**config.mk**
```make
export PLATFORM = sky130hd
export DESIGN_NAME = rscc_device_flat
export DESIGN_NICKNAME = d
export VERILOG_FILES = /design/src/hw/rscc_pkg.sv /design/src/hw/rscc_link_if.sv /design/src/hw/rscc_device.sv /design/src/flat_wrapper.sv
export SDC_FILE = /design/constraint.sdc
export NUM_CORES = 1
export LEC_CHECK = 0
export BUFFER_PORTS_ARGS = -buffer_cell sky130_fd_sc_hd__buf_2
export CORE_MARGIN = 10
export CORE_UTILIZATION = 47
export CTS_CLUSTER_DIAMETER = 60
export CTS_CLUSTER_SIZE = 8
export DETAILED_ROUTE_END_ITERATION = 8
export GPL_ROUTABILITY_DRIVEN = 0
export GPL_TIMING_DRIVEN = 0
export HOLD_SLACK_MARGIN = 0.05
export PLACE_DENSITY = 0.81
export SYNTH_ARGS = -nofsm -noshare
export SYNTH_HDL_FRONTEND = slang
export SYNTH_SLANG_ARGS = --single-unit
```
**constraint.sdc**
```tcl
create_clock -name sys_clk -period 6.8 [get_ports sys_clk]
set_input_delay 2.04 -clock sys_clk [delete_from_list [all_inputs] [get_ports sys_clk]]
set_output_delay 2.04 -clock sys_clk [all_outputs]
set_load 0.02 [all_outputs]
```
**src/hw/rscc_pkg.sv**
```systemverilog
package rscc_pkg;

  localparam int unsigned CLK_PERIOD_PS    = 4000;
  localparam int unsigned HEARTBEAT_MS     = 500;
  localparam int unsigned HEARTBEAT_CYCLES =
    (HEARTBEAT_MS * 1000 * 1000) / (CLK_PERIOD_PS / 1000);
  localparam int unsigned INIT_CYCLES      = 16;

  localparam logic [15:0] CMD_ENTER_CAL    = 16'h2329;
  localparam logic [15:0] CMD_UNIT_WEIGHT  = 16'h232A;
  localparam logic [15:0] CMD_MEASURING_PHASE_WEIGHT  = 16'h232B;
  localparam logic [15:0] CMD_WEIGHT_MASS  = 16'h232C;

  localparam logic [15:0] ERR_NONE         = 16'h0000;
  localparam logic [15:0] ERR_CODE_CAL     = 16'h0063;
  localparam logic [15:0] AUX_NONE         = 16'h0000;
  localparam logic [15:0] AUX_OUT_OF_RANGE = 16'h0001;
  localparam logic [15:0] AUX_UNEXECUTABLE = 16'h0002;

  localparam logic [31:0] WEIGHT_MIN       = 32'h0000_0001;
  localparam logic [31:0] WEIGHT_MAX       = 32'h000F_423F;

  localparam logic [2:0]  CAL_STEP_NONE    = 3'h0;
  localparam logic [2:0]  CAL_STEP_MODE    = 3'h1;
  localparam logic [2:0]  CAL_STEP_UNIT    = 3'h2;
  localparam logic [2:0]  CAL_STEP_MEASURING_PHASE    = 3'h3;
  localparam logic [2:0]  CAL_STEP_MASS    = 3'h4;

  typedef enum logic [1:0]
  {
    RSCC_IDLE = 2'b00,
    RSCC_EXEC = 2'b01,
    RSCC_DONE = 2'b11
  } rscc_cmd_state_t;

endpackage

```
**src/hw/rscc_link_if.sv**
```systemverilog
`timescale 1ns/1ps
`default_nettype none
interface rscc_link_if;
  logic        write_req;
  logic        write_resp;
  logic        gen_req;
  logic        gen_resp;
  logic        rw_dir;
  logic        mode_req;
  logic        mode_resp;
  logic        cpu_alive;
  logic [2:0]  dp_code;
  logic [12:0] seq_status;
  logic        capacity_over;
  logic        faulty_weight;
  logic [15:0] cal_number_bcd;
  logic        init_done_flag;
  logic        error_status;
  logic        remote_ready;
  logic        four_station;
  logic [15:0] cmd_word;
  logic [31:0] arg_words;
  logic [15:0] err_code;
  logic [15:0] aux_err_code;

  modport device
  (
    input  write_req, gen_req, mode_req, init_done_flag, four_station, cmd_word, arg_words,
    output write_resp, gen_resp, rw_dir, mode_resp, cpu_alive, dp_code, seq_status,
    output capacity_over, faulty_weight, cal_number_bcd, error_status, remote_ready,
    output err_code, aux_err_code
  );
  modport master
  (
    output write_req, gen_req, mode_req, init_done_flag, four_station, cmd_word, arg_words,
    input  write_resp, gen_resp, rw_dir, mode_resp, cpu_alive, dp_code, seq_status,
    input  capacity_over, faulty_weight, cal_number_bcd, error_status, remote_ready,
    input  err_code, aux_err_code
  );
endinterface
`default_nettype wire

```
**src/hw/rscc_device.sv**
```systemverilog
// Function
// Write response after write, clears after request drops
// Command response after issue, clears after release
// Direction bit: high readout, low write
// Mode-switching response unsupported, held low
// Heartbeat toggles every half second
// Decimal point as three-bit binary code
// Sequence states mirrored onto status bits
// Capacity-over while any overload or overflow
// Faulty weight on excess or zero error
// Calibration number driven as BCD
// Initial-data flag ignored, no initialization
// Error status high while indicator errs
// Remote ready low until initialization done
// Master calibrates only via shared general command
// Command and argument words per sharing mode
// Termination restores pre-calibration state
// Master confirms stabilization before registering; rscc_master has no such check
// 9001 needs zero argument, else 99/1
// 9001 outside measurement or locked gives 99/2
// 9002 accepts 1,2,5,10,20,50 only
// 9003 range 1..999999, order checked
// 9004 range 1..999999, not above measuring
// Error codes settle before command response; rscc_device sets both in the same EXEC cycle
`timescale 1ns/1ps
`default_nettype none
module rscc_device #(
  parameter int unsigned HEARTBEAT_CYCLES = rscc_pkg::HEARTBEAT_CYCLES,
  parameter int unsigned INIT_CYCLES      = rscc_pkg::INIT_CYCLES
)(
  input  wire logic        sys_clk,
  input  wire logic        rst,
  rscc_link_if.device      link,
  input  wire logic        write_done,
  input  wire logic        store_busy,
  input  wire logic [2:0]  dp_position,
  input  wire logic [12:0] seq_state,
  input  wire logic        overload_positive,
  input  wire logic        overflow_positive,
  input  wire logic        overload_negative,
  input  wire logic        overflow_negative,
  input  wire logic        weight_excess,
  input  wire logic        zero_set_error,
  input  wire logic [15:0] cal_number_bcd,
  input  wire logic        indicator_error,
  input  wire logic        measurement_display,
  input  wire logic        cal_lock,
  input  wire logic        cal_terminate,
  output logic             cal_mode,
  output logic [2:0]       cal_step,
  output logic [7:0]       unit_weight,
  output logic [31:0]      measuring_phase_weight,
  output logic [31:0]      weight_mass
);

  logic [2:0]  wreq_sync_r;
  logic [2:0]  greq_sync_r;
  logic        wreq_r;
  logic        greq_r;
  logic        write_resp_r;
  logic        gen_resp_r;
  logic        rw_dir_r;
  logic        cpu_alive_r;
  logic [31:0] hb_cnt_r;
  logic [31:0] init_cnt_r;
  logic        ready_r;
  logic [15:0] err_r;
  logic [15:0] aux_r;
  logic [15:0] cmd_r;
  logic [31:0] arg_r;
  logic        cal_mode_r;
  logic [2:0]  cal_step_r;
  logic [7:0]  unit_r;
  logic [31:0] measuring_phase_r;
  logic [31:0] mass_r;
  logic [7:0]  unit_sv_r;
  logic [31:0] measuring_phase_sv_r;
  logic [31:0] mass_sv_r;
  logic [2:0]  dp_r;
  logic [12:0] seq_r;
  logic        cap_r;
  logic        fault_r;
  logic [15:0] bcd_r;
  logic        errst_r;
  rscc_pkg::rscc_cmd_state_t st_r;

  function automatic logic in_weight_range(input logic [31:0] v);
    in_weight_range = (v >= rscc_pkg::WEIGHT_MIN) && (v <= rscc_pkg::WEIGHT_MAX);
  endfunction

  // Request synchronisers, change counts when stages two and three agree
  always_ff @(posedge sys_clk)
  begin
    if (rst)
    begin
      wreq_sync_r <= 3'h0;
      greq_sync_r <= 3'h0;
      wreq_r      <= 1'b0;
      greq_r      <= 1'b0;
    end
    else
    begin
      wreq_sync_r <= {wreq_sync_r[1:0], link.write_req};
      greq_sync_r <= {greq_sync_r[1:0], link.gen_req};
      if (wreq_sync_r[1] == wreq_sync_r[2])
        wreq_r <= wreq_sync_r[2];
      if (greq_sync_r[1] == greq_sync_r[2])
        greq_r <= greq_sync_r[2];
    end
  end

  // Write handshake
  always_ff @(posedge sys_clk)
  begin
    if (rst)
      write_resp_r <= 1'b0;
    else if (wreq_r && write_done)
      write_resp_r <= 1'b1;
    else if (!wreq_r)
      write_resp_r <= 1'b0;
  end

  // Heartbeat, paused while storing
  always_ff @(posedge sys_clk)
  begin
    if (rst)
    begin
      hb_cnt_r    <= 32'h0;
      cpu_alive_r <= 1'b0;
    end
    else if (!store_busy)
    begin
      if (hb_cnt_r >= 32'(HEARTBEAT_CYCLES - 1))
      begin
        hb_cnt_r    <= 32'h0;
        cpu_alive_r <= ~cpu_alive_r;
      end
      else
        hb_cnt_r <= hb_cnt_r + 32'h1;
    end
  end

  // Initialization then remote ready
  always_ff @(posedge sys_clk)
  begin
    if (rst)
    begin
      init_cnt_r <= 32'h0;
      ready_r    <= 1'b0;
    end
    else if (init_cnt_r >= 32'(INIT_CYCLES - 1))
      ready_r <= 1'b1;
    else
      init_cnt_r <= init_cnt_r + 32'h1;
  end

  // Status mirrors, registered
  always_ff @(posedge sys_clk)
  begin
    if (rst)
    begin
      dp_r    <= 3'h0;
      seq_r   <= 13'h0;
      cap_r   <= 1'b0;
      fault_r <= 1'b0;
      bcd_r   <= 16'h0;
      errst_r <= 1'b0;
    end
    else
    begin
      dp_r    <= dp_position;
      seq_r   <= seq_state;
      cap_r   <= overload_positive | overflow_positive
               | overload_negative | overflow_negative;
      fault_r <= weight_excess | zero_set_error;
      bcd_r   <= cal_number_bcd;
      errst_r <= indicator_error;
    end
  end

  // General command handshake
  always_ff @(posedge sys_clk)
  begin
    if (rst)
    begin
      st_r       <= rscc_pkg::RSCC_IDLE;
      gen_resp_r <= 1'b0;
      rw_dir_r   <= 1'b0;
      cmd_r      <= 16'h0;
      arg_r      <= 32'h0;
    end
    else
    begin
      unique case (st_r)
        rscc_pkg::RSCC_IDLE:
        begin
          if (greq_r && ready_r)
          begin
            cmd_r <= link.cmd_word;
            arg_r <= link.arg_words;
            st_r  <= rscc_pkg::RSCC_EXEC;
          end
        end
        rscc_pkg::RSCC_EXEC:
        begin
          gen_resp_r <= 1'b1;
          rw_dir_r   <= 1'b0;
          st_r       <= rscc_pkg::RSCC_DONE;
        end
        rscc_pkg::RSCC_DONE:
        begin
          if (!greq_r)
          begin
            gen_resp_r <= 1'b0;
            st_r       <= rscc_pkg::RSCC_IDLE;
          end
        end
      endcase
    end
  end

  // Calibration command interpreter, result set in EXEC
  always_ff @(posedge sys_clk)
  begin
    if (rst)
    begin
      err_r      <= rscc_pkg::ERR_NONE;
      aux_r      <= rscc_pkg::AUX_NONE;
      cal_mode_r <= 1'b0;
      cal_step_r <= rscc_pkg::CAL_STEP_NONE;
      unit_r     <= 8'h0;
      measuring_phase_r     <= 32'h0;
      mass_r     <= 32'h0;
      unit_sv_r  <= 8'h0;
      measuring_phase_sv_r  <= 32'h0;
      mass_sv_r  <= 32'h0;
    end
    else if (cal_terminate && cal_mode_r)
    begin
      cal_mode_r <= 1'b0;
      cal_step_r <= rscc_pkg::CAL_STEP_NONE;
      unit_r     <= unit_sv_r;
      measuring_phase_r     <= measuring_phase_sv_r;
      mass_r     <= mass_sv_r;
    end
    else if (st_r == rscc_pkg::RSCC_EXEC)
    begin
      err_r <= rscc_pkg::ERR_NONE;
      aux_r <= rscc_pkg::AUX_NONE;
      if (cmd_r == rscc_pkg::CMD_ENTER_CAL)
      begin
        if (arg_r != 32'h0)
        begin
          err_r <= rscc_pkg::ERR_CODE_CAL;
          aux_r <= rscc_pkg::AUX_OUT_OF_RANGE;
        end
        else if (!measurement_display || cal_lock || cal_mode_r)
        begin
          err_r <= rscc_pkg::ERR_CODE_CAL;
          aux_r <= rscc_pkg::AUX_UNEXECUTABLE;
        end
        else
        begin
          cal_mode_r <= 1'b1;
          cal_step_r <= rscc_pkg::CAL_STEP_MODE;
          unit_sv_r  <= unit_r;
          measuring_phase_sv_r  <= measuring_phase_r;
          mass_sv_r  <= mass_r;
        end
      end
      else if (cmd_r == rscc_pkg::CMD_UNIT_WEIGHT)
      begin
        if (!cal_mode_r)
        begin
          err_r <= rscc_pkg::ERR_CODE_CAL;
          aux_r <= rscc_pkg::AUX_UNEXECUTABLE;
        end
        else if (!(arg_r inside {32'h1, 32'h2, 32'h5, 32'hA, 32'h14, 32'h32}))
        begin
          err_r <= rscc_pkg::ERR_CODE_CAL;
          aux_r <= rscc_pkg::AUX_OUT_OF_RANGE;
        end
        else
        begin
          unit_r     <= arg_r[7:0];
          cal_step_r <= rscc_pkg::CAL_STEP_UNIT;
        end
      end
      else if (cmd_r == rscc_pkg::CMD_MEASURING_PHASE_WEIGHT)
      begin
        if (!cal_mode_r || cal_step_r < rscc_pkg::CAL_STEP_UNIT)
        begin
          err_r <= rscc_pkg::ERR_CODE_CAL;
          aux_r <= rscc_pkg::AUX_UNEXECUTABLE;
        end
        else if (!in_weight_range(arg_r))
        begin
          err_r <= rscc_pkg::ERR_CODE_CAL;
          aux_r <= rscc_pkg::AUX_OUT_OF_RANGE;
        end
        else
        begin
          measuring_phase_r     <= arg_r;
          cal_step_r <= rscc_pkg::CAL_STEP_MEASURING_PHASE;
        end
      end
      else if (cmd_r == rscc_pkg::CMD_WEIGHT_MASS)
      begin
        if (!cal_mode_r || cal_step_r < rscc_pkg::CAL_STEP_MEASURING_PHASE)
        begin
          err_r <= rscc_pkg::ERR_CODE_CAL;
          aux_r <= rscc_pkg::AUX_UNEXECUTABLE;
        end
        else if (!in_weight_range(arg_r) || arg_r > measuring_phase_r)
        begin
          err_r <= rscc_pkg::ERR_CODE_CAL;
          aux_r <= rscc_pkg::AUX_OUT_OF_RANGE;
        end
        else
        begin
          mass_r     <= arg_r;
          cal_step_r <= rscc_pkg::CAL_STEP_MASS;
        end
      end
    end
  end

  assign link.write_resp     = write_resp_r;
  assign link.gen_resp       = gen_resp_r;
  assign link.rw_dir         = rw_dir_r;
  assign link.mode_resp      = 1'b0;
  assign link.cpu_alive      = cpu_alive_r;
  assign link.dp_code        = dp_r;
  assign link.seq_status     = seq_r;
  assign link.capacity_over  = cap_r;
  assign link.faulty_weight  = fault_r;
  assign link.cal_number_bcd = bcd_r;
  assign link.error_status   = errst_r; // init_done_flag is never read
  assign link.remote_ready   = ready_r;
  assign link.err_code       = err_r;
  assign link.aux_err_code   = aux_r;
  assign cal_mode            = cal_mode_r;
  assign cal_step            = cal_step_r;
  assign unit_weight         = unit_r;
  assign measuring_phase_weight         = measuring_phase_r;
  assign weight_mass         = mass_r;

endmodule // rscc_device
`default_nettype wire

```
**src/flat_wrapper.sv**
```systemverilog
// flat-port wrapper written by rule: the top's interface ports become plain ports
module rscc_device_flat 
#(
  parameter int unsigned HEARTBEAT_CYCLES = rscc_pkg::HEARTBEAT_CYCLES,
  parameter int unsigned INIT_CYCLES      = rscc_pkg::INIT_CYCLES
)
  (sys_clk, rst, write_done, store_busy, dp_position, seq_state, overload_positive, overflow_positive, overload_negative, overflow_negative, weight_excess, zero_set_error, cal_number_bcd, indicator_error, measurement_display, cal_lock, cal_terminate, cal_mode, cal_step, unit_weight, measuring_phase_weight, weight_mass, link_write_req, link_gen_req, link_mode_req, link_init_done_flag, link_four_station, link_cmd_word, link_arg_words, link_write_resp, link_gen_resp, link_rw_dir, link_mode_resp, link_cpu_alive, link_dp_code, link_seq_status, link_capacity_over, link_faulty_weight, link_cal_number_bcd, link_error_status, link_remote_ready, link_err_code, link_aux_err_code);
  rscc_link_if link_i ();
  input  wire logic sys_clk;
  input  wire logic rst;
  input  wire logic write_done;
  input  wire logic store_busy;
  input  wire logic [2:0] dp_position;
  input  wire logic [12:0] seq_state;
  input  wire logic overload_positive;
  input  wire logic overflow_positive;
  input  wire logic overload_negative;
  input  wire logic overflow_negative;
  input  wire logic weight_excess;
  input  wire logic zero_set_error;
  input  wire logic [15:0] cal_number_bcd;
  input  wire logic indicator_error;
  input  wire logic measurement_display;
  input  wire logic cal_lock;
  input  wire logic cal_terminate;
  output logic cal_mode;
  output logic [2:0] cal_step;
  output logic [7:0] unit_weight;
  output logic [31:0] measuring_phase_weight;
  output logic [31:0] weight_mass;
  input wire logic [$bits(link_i.write_req)-1:0] link_write_req;
  input wire logic [$bits(link_i.gen_req)-1:0] link_gen_req;
  input wire logic [$bits(link_i.mode_req)-1:0] link_mode_req;
  input wire logic [$bits(link_i.init_done_flag)-1:0] link_init_done_flag;
  input wire logic [$bits(link_i.four_station)-1:0] link_four_station;
  input wire logic [$bits(link_i.cmd_word)-1:0] link_cmd_word;
  input wire logic [$bits(link_i.arg_words)-1:0] link_arg_words;
  output wire logic [$bits(link_i.write_resp)-1:0] link_write_resp;
  output wire logic [$bits(link_i.gen_resp)-1:0] link_gen_resp;
  output wire logic [$bits(link_i.rw_dir)-1:0] link_rw_dir;
  output wire logic [$bits(link_i.mode_resp)-1:0] link_mode_resp;
  output wire logic [$bits(link_i.cpu_alive)-1:0] link_cpu_alive;
  output wire logic [$bits(link_i.dp_code)-1:0] link_dp_code;
  output wire logic [$bits(link_i.seq_status)-1:0] link_seq_status;
  output wire logic [$bits(link_i.capacity_over)-1:0] link_capacity_over;
  output wire logic [$bits(link_i.faulty_weight)-1:0] link_faulty_weight;
  output wire logic [$bits(link_i.cal_number_bcd)-1:0] link_cal_number_bcd;
  output wire logic [$bits(link_i.error_status)-1:0] link_error_status;
  output wire logic [$bits(link_i.remote_ready)-1:0] link_remote_ready;
  output wire logic [$bits(link_i.err_code)-1:0] link_err_code;
  output wire logic [$bits(link_i.aux_err_code)-1:0] link_aux_err_code;
  assign link_i.write_req = link_write_req;
  assign link_i.gen_req = link_gen_req;
  assign link_i.mode_req = link_mode_req;
  assign link_i.init_done_flag = link_init_done_flag;
  assign link_i.four_station = link_four_station;
  assign link_i.cmd_word = link_cmd_word;
  assign link_i.arg_words = link_arg_words;
  assign link_write_resp = link_i.write_resp;
  assign link_gen_resp = link_i.gen_resp;
  assign link_rw_dir = link_i.rw_dir;
  assign link_mode_resp = link_i.mode_resp;
  assign link_cpu_alive = link_i.cpu_alive;
  assign link_dp_code = link_i.dp_code;
  assign link_seq_status = link_i.seq_status;
  assign link_capacity_over = link_i.capacity_over;
  assign link_faulty_weight = link_i.faulty_weight;
  assign link_cal_number_bcd = link_i.cal_number_bcd;
  assign link_error_status = link_i.error_status;
  assign link_remote_ready = link_i.remote_ready;
  assign link_err_code = link_i.err_code;
  assign link_aux_err_code = link_i.aux_err_code;
  rscc_device #(.HEARTBEAT_CYCLES(HEARTBEAT_CYCLES), .INIT_CYCLES(INIT_CYCLES)) u_core (.sys_clk(sys_clk), .rst(rst), .link(link_i), .write_done(write_done), .store_busy(store_busy), .dp_position(dp_position), .seq_state(seq_state), .overload_positive(overload_positive), .overflow_positive(overflow_positive), .overload_negative(overload_negative), .overflow_negative(overflow_negative), .weight_excess(weight_excess), .zero_set_error(zero_set_error), .cal_number_bcd(cal_number_bcd), .indicator_error(indicator_error), .measurement_display(measurement_display), .cal_lock(cal_lock), .cal_terminate(cal_terminate), .cal_mode(cal_mode), .cal_step(cal_step), .unit_weight(unit_weight), .measuring_phase_weight(measuring_phase_weight), .weight_mass(weight_mass));
endmodule
```
==> results.cfg, run 1 <==
[global_route]
grt_max_degree = 12
grt_pass1_vias = 11584
grt_util_all_layers = 0.217
antenna_found_initial = 2
grt_pass1_wl_um = 59800
overflow = 0

[timing]
setup_viol = 0
fin_crit_ns = 3.86
finalClockSkew_ns = 0.0159
period_share = 0.567
max_freq_ghz = 0.259
fin_setup_tns_ns = 0
hold_violations = 0
slew_violations = 0
rsz0062_at_grt = false
relSlewSlack = 0.309
tightest_slew_ns = 1.03

[power_and_ir_drop]
ir_worst_vdd_mv = 0.172
leakagePower_uw = 0.00647
cellPowerDensity_nw_per_um2 = 252

[logic_synthesis]
synth_cells = 1470
ys_warn_count = 0
syn_area_um2 = 12800
synth_enable_flop_cells = 0
synth_seq_cells = 312
avgSynthCellArea_um2 = 8.68
synth.distinct_cells = 68
async_flop_share = 0
ys_seq_area_frac = 0.489
ys.flop_type = dfxtp_1

[die]
die_w_um = 185
die_y_um = 185
rows = 60
fp.dieArea_um2 = 34100
core-area_um2 = 26800
ios = 248
initial_core_util = 0.476

[worst_setup_path]
cp_max_fo = 10
slowest_delay_ns = 0.64
r2r_end = u_core.weight_mass[3]
endpoint_kind = flip-flop
cp-start-kind = input port
crit_type = input port to flip-flop
critPathLaunch = rst
regToRegStartpoint = u_core.arg_r[14]
rr_worst_depth = 9
r2r_slack_ns = 3.51
crit_top_cell = clkbuf_1
cp.required_ns = 7.17
worstPathArrival_ns = 4.22
cp_cell_sequence = clkbuf_1 > clkbuf_1 > clkbuf_1 > clkbuf_1 > a21oi_1
cpMaxStageDelayCell = clkbuf_1
crit_path_end = u_core.mass_sv_r[30]

[place]
port_buffers = 215
place_hpwl_um = 28100

[min_path]
hp-class = flip-flop to flip-flop

[detailed_routing]
routed_wl_um = 38000
avgRoutedWirePerCell_um = 18.1
drt-initial-drc-count = 985
dr.pass1.iters = 8
via_per_inst = 5.48
dr_total_vias = 11541
drtAntennaViolNets = 0
route.detailed.drc = 0

[layout]
syn2layout_area_growth_pct = 21.7
fill_cells = 2301
post-route-util = 0.580
drive_above_1_share = 0.184
nets = 1892

[clock_network]
cts-buffers-inserted = 45
h-tree-depth = 2
clock_latency_ns = 0.53
cts_root_buffer = clkbuf_16
clk_path_buf_depth = 3
cts_resized = 0
clk_pin_slew_ns = 0.05
cts_hold_buf = 0
postCtsSetupRepairBufs = 0
cts_tree = built
cts.sink_count = 312

[run]
maxCapViolations = 0

[status]
status = finished, final reports clean
==> registers in the layout (all words and copies together) (netlist names), 3 cells and up <==
| register | count |
|---|---|
| u_core.wreq_sync_r | 3 |
| u_core.cmd_r | 16 |
| u_core.init_cnt_r | 32 |
| u_core.unit_sv_r | 8 |
| u_core.arg_r | 32 |
| u_core.link.dp_code | 3 |
| u_core.link.seq_status | 13 |
| u_core.measuring_phase_weight | 32 |
| u_core.cal_step | 3 |
| u_core.measuring_phase_sv_r | 32 |
| u_core.greq_sync_r | 3 |
| u_core.link.cal_number_bcd | 16 |
| u_core.unit_weight | 8 |
| u_core.weight_mass | 32 |
| u_core.mass_sv_r | 32 |
| u_core.hb_cnt_r | 32 |
==> critical path: cells and delay by family <==
| family | cells | cell delay, ns |
|---|---|---|
| buffers and inverters | 4 | 2.06 |
| AOI/OAI and AO/OA | 1 | 0.11 |
==> report_power, final <==
part	internal (uW)	leakage (uW)	switching, uW
clock network	1160	0.000574	745
logic	54.0	0.00337	93.3
registers	1850	0.00252	6.32
==> how the worst min path moves through the flow <==
stage | start | endpoint | depth (start not counted)
after floorplan | u_core.greq_sync_r[0] | u_core.greq_sync_r[1] | 1
after global placement | u_core.wreq_sync_r[0] | u_core.wreq_sync_r[1] | 1
after detailed placement | u_core.greq_sync_r[0] | u_core.greq_sync_r[1] | 1
after CTS | u_core.wreq_sync_r[0] | u_core.wreq_sync_r[1] | 1
after global routing | u_core.wreq_sync_r[0] | u_core.wreq_sync_r[1] | 1
final | u_core.wreq_sync_r[0] | u_core.wreq_sync_r[1] | 1
==> Yosys cell counts, types with 6 or more instances <==
cell type / instances / area share
nand2_1: 299 / 0.088
inv_1: 36 / 0.011
nand4_1: 15 / 0.0074
ha_1: 34 / 0.033
buf_6: 7 / 0.0062
buf_4: 34 / 0.020
clkbuf_1: 72 / 0.021
and3_1: 11 / 0.0054
mux2i_1: 47 / 0.037
a211oi_1: 52 / 0.031
nor2_1: 83 / 0.024
and2_1: 6 / 0.0029
a21oi_1: 168 / 0.066
dfxtp_1: 312 / 0.49
o21ai_0: 9 / 0.0035
xnor2_1: 10 / 0.0069
nor2b_1: 71 / 0.035
xor2_1: 21 / 0.014
nor3_1: 41 / 0.016
nand3_1: 31 / 0.012
buf_1: 6 / 0.0018
nor4_1: 17 / 0.0083
nand3b_1: 14 / 0.0082
==> per-layer routing <==
metal | track usage | up-vias | wire, um
met2 | 0.367 | 509 | 18200
met4 | 0.0904 | 2 | 1520
met3 | 0.0635 | 104 | 3640
met5 | 0 | - | 7
met1 | 0.251 | 5401 | 14700
li1 | - | 5525 | -
==> final cells by class <==
class	instances	area, um2	share of cell area
diodes	1	2.50	0.000161
multi-input cells	1027	5820	0.375
plain buffers	122	667	0.0429
clock inverters	4	27.5	0.00177
inverters	36	135	0.00870
clock buffers	47	1130	0.0730
well taps	341	427	0.0275
repair buffers	215	1080	0.0693
flip-flops and latches	312	6250	0.402
==> stage by stage <==
stage	hold slack [ns]	worst slack (ns)	instance area, um2	total power [uW]	std cells
floorplan	0.414	3.13	12900	1970	1497
global placement	0.420	2.55	14400	2030	2053
detailed placement	0.433	2.51	14400	2040	2053
CTS	0.444	3.02	15500	3930	2104
global route	0.461	2.78	15500	4030	2104
finish	0.439	2.94	15500	3910	2105
==> layout by cell type, fill, tap and decap left out, types with 4 or more instances in the layout <==
cell type,Yosys,routed
a211oi_1,52,52
a21oi_1,168,168
and2_1,6,6
and3_1,11,11
and4_1,4,4
and4bb_2,4,4
buf_1,6,6
buf_2,1,216
buf_4,34,34
buf_6,7,7
clkbuf_1,72,74
clkbuf_16,0,45
conb_1,1,28
dfxtp_1,312,312
ha_1,34,34
inv_1,36,36
mux2i_1,47,47
nand2_1,299,299
nand2b_1,5,5
nand3_1,31,31
nand3b_1,14,14
nand4_1,15,15
nor2_1,83,83
nor2b_1,71,71
nor3_1,41,41
nor3b_1,4,4
nor4_1,17,17
o21ai_0,9,9
xnor2_1,10,10
xor2_1,21,21
==> cells by family (layout without fill, tap and decap cells) <==
logic type / Yosys count / after routing / synth area share
compound gates: 261 / 261 / 0.121
xor+xnor: 31 / 31 / 0.0213
fa+ha+maj: 34 / 34 / 0.0333
buf+inv: 158 / 424 / 0.0628
flops: 312 / 312 / 0.489
mux: 48 / 48 / 0.0377
other cells: 1 / 29 / 0.000294
simple gates: 625 / 625 / 0.234
(Power assumes the default switching activity.)
==> run 2: changes to the inputs <==
Settings changed: PLACE_DENSITY 0.81 to 0.83.
Clock period 6.8 ns to 3.4 ns, I/O delays scaled along.
==> run 2 against run 1 <==
Net effect: first-iteration DRC count shrank 11%; critical path depth rose by 4; global-route usage is 0.32 points lower; critical path type is now flip-flop to flip-flop; clock-buffer cell count stayed put; sequential share of layout area decreased by 0.24 points; clock power increased by 110%; clock skew up 0.017 ns; critical endpoint is now u_core.weight_mass[7]; wire length hardly changed; non-clock buffer count unchanged; final cell count about the same.
==> results.cfg, run 2 (synthesis results as in run 1) <==
[min_path]
hp-class = flip-flop to flip-flop
min_from = u_core.measuring_phase_sv_r[31]
hold_depth = 2
min_to = u_core.measuring_phase_weight[31]

[clock_network]
cts_tree = built
clk_path_buf_depth = 3
clk_pin_slew_ns = 0.05
cts-buffers-inserted = 45
h-tree-depth = 2
cts.sink_count = 312
cts_root_buffer = clkbuf_16
clock_latency_ns = 0.54
cts_hold_buf = 0

[status]
status = finished, final reports clean

[timing]
rsz0062_at_grt = false
hold_violations = 0
hold_ws_ns = 0.449
tightest_slew_ns = 0.984
finalClockSkew_ns = 0.0330
max_freq_ghz = 0.321
setup_viol = 0
fin_setup_tns_ns = 0
slew_violations = 0
relSlewSlack = 0.338
period_share = 0.917
fin_crit_ns = 3.12

[worst_setup_path]
regToRegStartpoint = u_core.arg_r[14]
cpMaxStageDelayCell = nor4_2
crit_type = flip-flop to flip-flop
r2r_end = u_core.weight_mass[7]
cp.required_ns = 3.77
cp_cell_sequence = ha_1 > nand4_1 > nor4_2 > nand2_1 > a22o_1 > nor3_4 > buf_4 > mux2i_1 > a211oi_1
worstPathArrival_ns = 3.49
critPathTopFamily = simple AND/OR/NAND/NOR gates
endpoint_kind = flip-flop
cp-start-kind = flip-flop
critPathBufInv = 1
r2r_slack_ns = 0.28
slowest_delay_ns = 0.45
cp_max_fo = 10
rr_worst_depth = 9

[power_and_ir_drop]
cellPowerDensity_nw_per_um2 = 517
pwr-share-clk = 0.504
ir_worst_vdd_mv = 0.418
p_sw_uw = 1710
pwr-share-comb = 0.036
p_seq_frac = 0.460
internal_power_uw = 6360
power_switching_share = 0.212
leakagePower_uw = 0.00650

[global_route]
grt_max_degree = 12
grt_pass1_vias = 11350
grt_util_all_layers = 0.214
antenna_found_initial = 2
overflow = 0
grt_pass1_wl_um = 58800

[place]
place_hpwl_um = 28100
port_buffers = 215

[die]
core-area_um2 = 26800
fp.dieArea_um2 = 34100
die_w_um = 185
ios = 248
die_y_um = 185
initial_core_util = 0.476
rows = 60

[run]
maxCapViolations = 0

[layout]
mostFrequentLayoutCells = dfxtp_1 (312), nand2_1 (299), buf_2 (216)
final_common_cell = dfxtp_1
syn2layout_area_growth_pct = 22.4
nets = 1892
drive_above_1_share = 0.186
post-route-util = 0.583
antenna_cells_inserted = 0

[detailed_routing]
route.detailed.drc = 0
dr.pass1.iters = 7
wl_met3_um = 3680
avgRoutedWirePerCell_um = 18.1
routed_wl_um = 38000
wl_met2_um = 18100
m1WireLength_um = 14700
drt-initial-drc-count = 876
dr.max_layer_used = met5
drtAntennaViolNets = 0
dr_total_vias = 11589
via_per_inst = 5.51
[run 2: cell count changes in the layout (fill, tap and decap cells not counted), sizes merged]
cell and delta:
clkinv -2, inv -1, bufinv +2, diode -1
[run 2: area by class of cell]
type                    count  area [um2]
fillers                  2282       11200
multi-input cells        1027        5830
clock inverters             3        68.8
inverters                  36         135
well taps                 341         427
plain buffers             122         667
repair buffers            215        1080
flip-flops and latches    312        6250
clock buffers              47        1180
[run 2: worst max path at each step]
stage	from	end	depth (start not counted)
floorplan	u_core.measuring_phase_weight[14]	u_core.weight_mass[10]	10
global route	u_core.measuring_phase_weight[14]	u_core.cal_step[0]	9
global placement	rst	u_core.mass_sv_r[26]	5
finish	u_core.arg_r[14]	u_core.weight_mass[7]	9
CTS	u_core.arg_r[14]	u_core.weight_mass[7]	9
detailed placement	rst	u_core.mass_sv_r[29]	5
[run 2: worst reg2reg max path, cell delays in order (launching register included)]
cell and delay [ns]:
dfxtp_1 0.41, ha_1 0.37, nand4_1 0.20, nor4_2 0.45, nand2_1 0.17, a22o_1 0.35
nor3_4 0.36, buf_4 0.31, mux2i_1 0.23, a211oi_1 0.10
[run 2: timing repair]
item	in CTS	in global routing
resized for setup	0	2
buffers inserted	0	0
setup endpoints to repair	0	29
[run 2: power by group through the flow]
stage          Combinational, uW  Clock, uW  Sequential (uW)
6_report                     294       4070             3710
5_1_grt                      320       4260             3710
4_1_cts                      292       4110             3710
3_5_place_dp                 290          0             3780
3_3_place_gp                 285          0             3780
2_1_floorplan                135          0             3810
[run 2: per-stage QoR]
stage               power (uW)  setup WS [ns]  cells  cell area [um2]
floorplan                 3950          0.714   1497            12900
global placement          4070          0.164   2053            14400
detailed placement        4070          0.122   2053            14400
CTS                       8110         0.0609   2103            15600
global route              8290         0.0819   2103            15600
finish                    8070          0.281   2103            15600
[run 2: metal layers]
| metal | global-route usage | vias to the layer above |
|---|---|---|
| met5 | 0 | - |
| met4 | 0.0914 | 4 |
| li1 | - | 5502 |
| met3 | 0.0574 | 97 |
| met2 | 0.364 | 562 |
| met1 | 0.248 | 5424 |
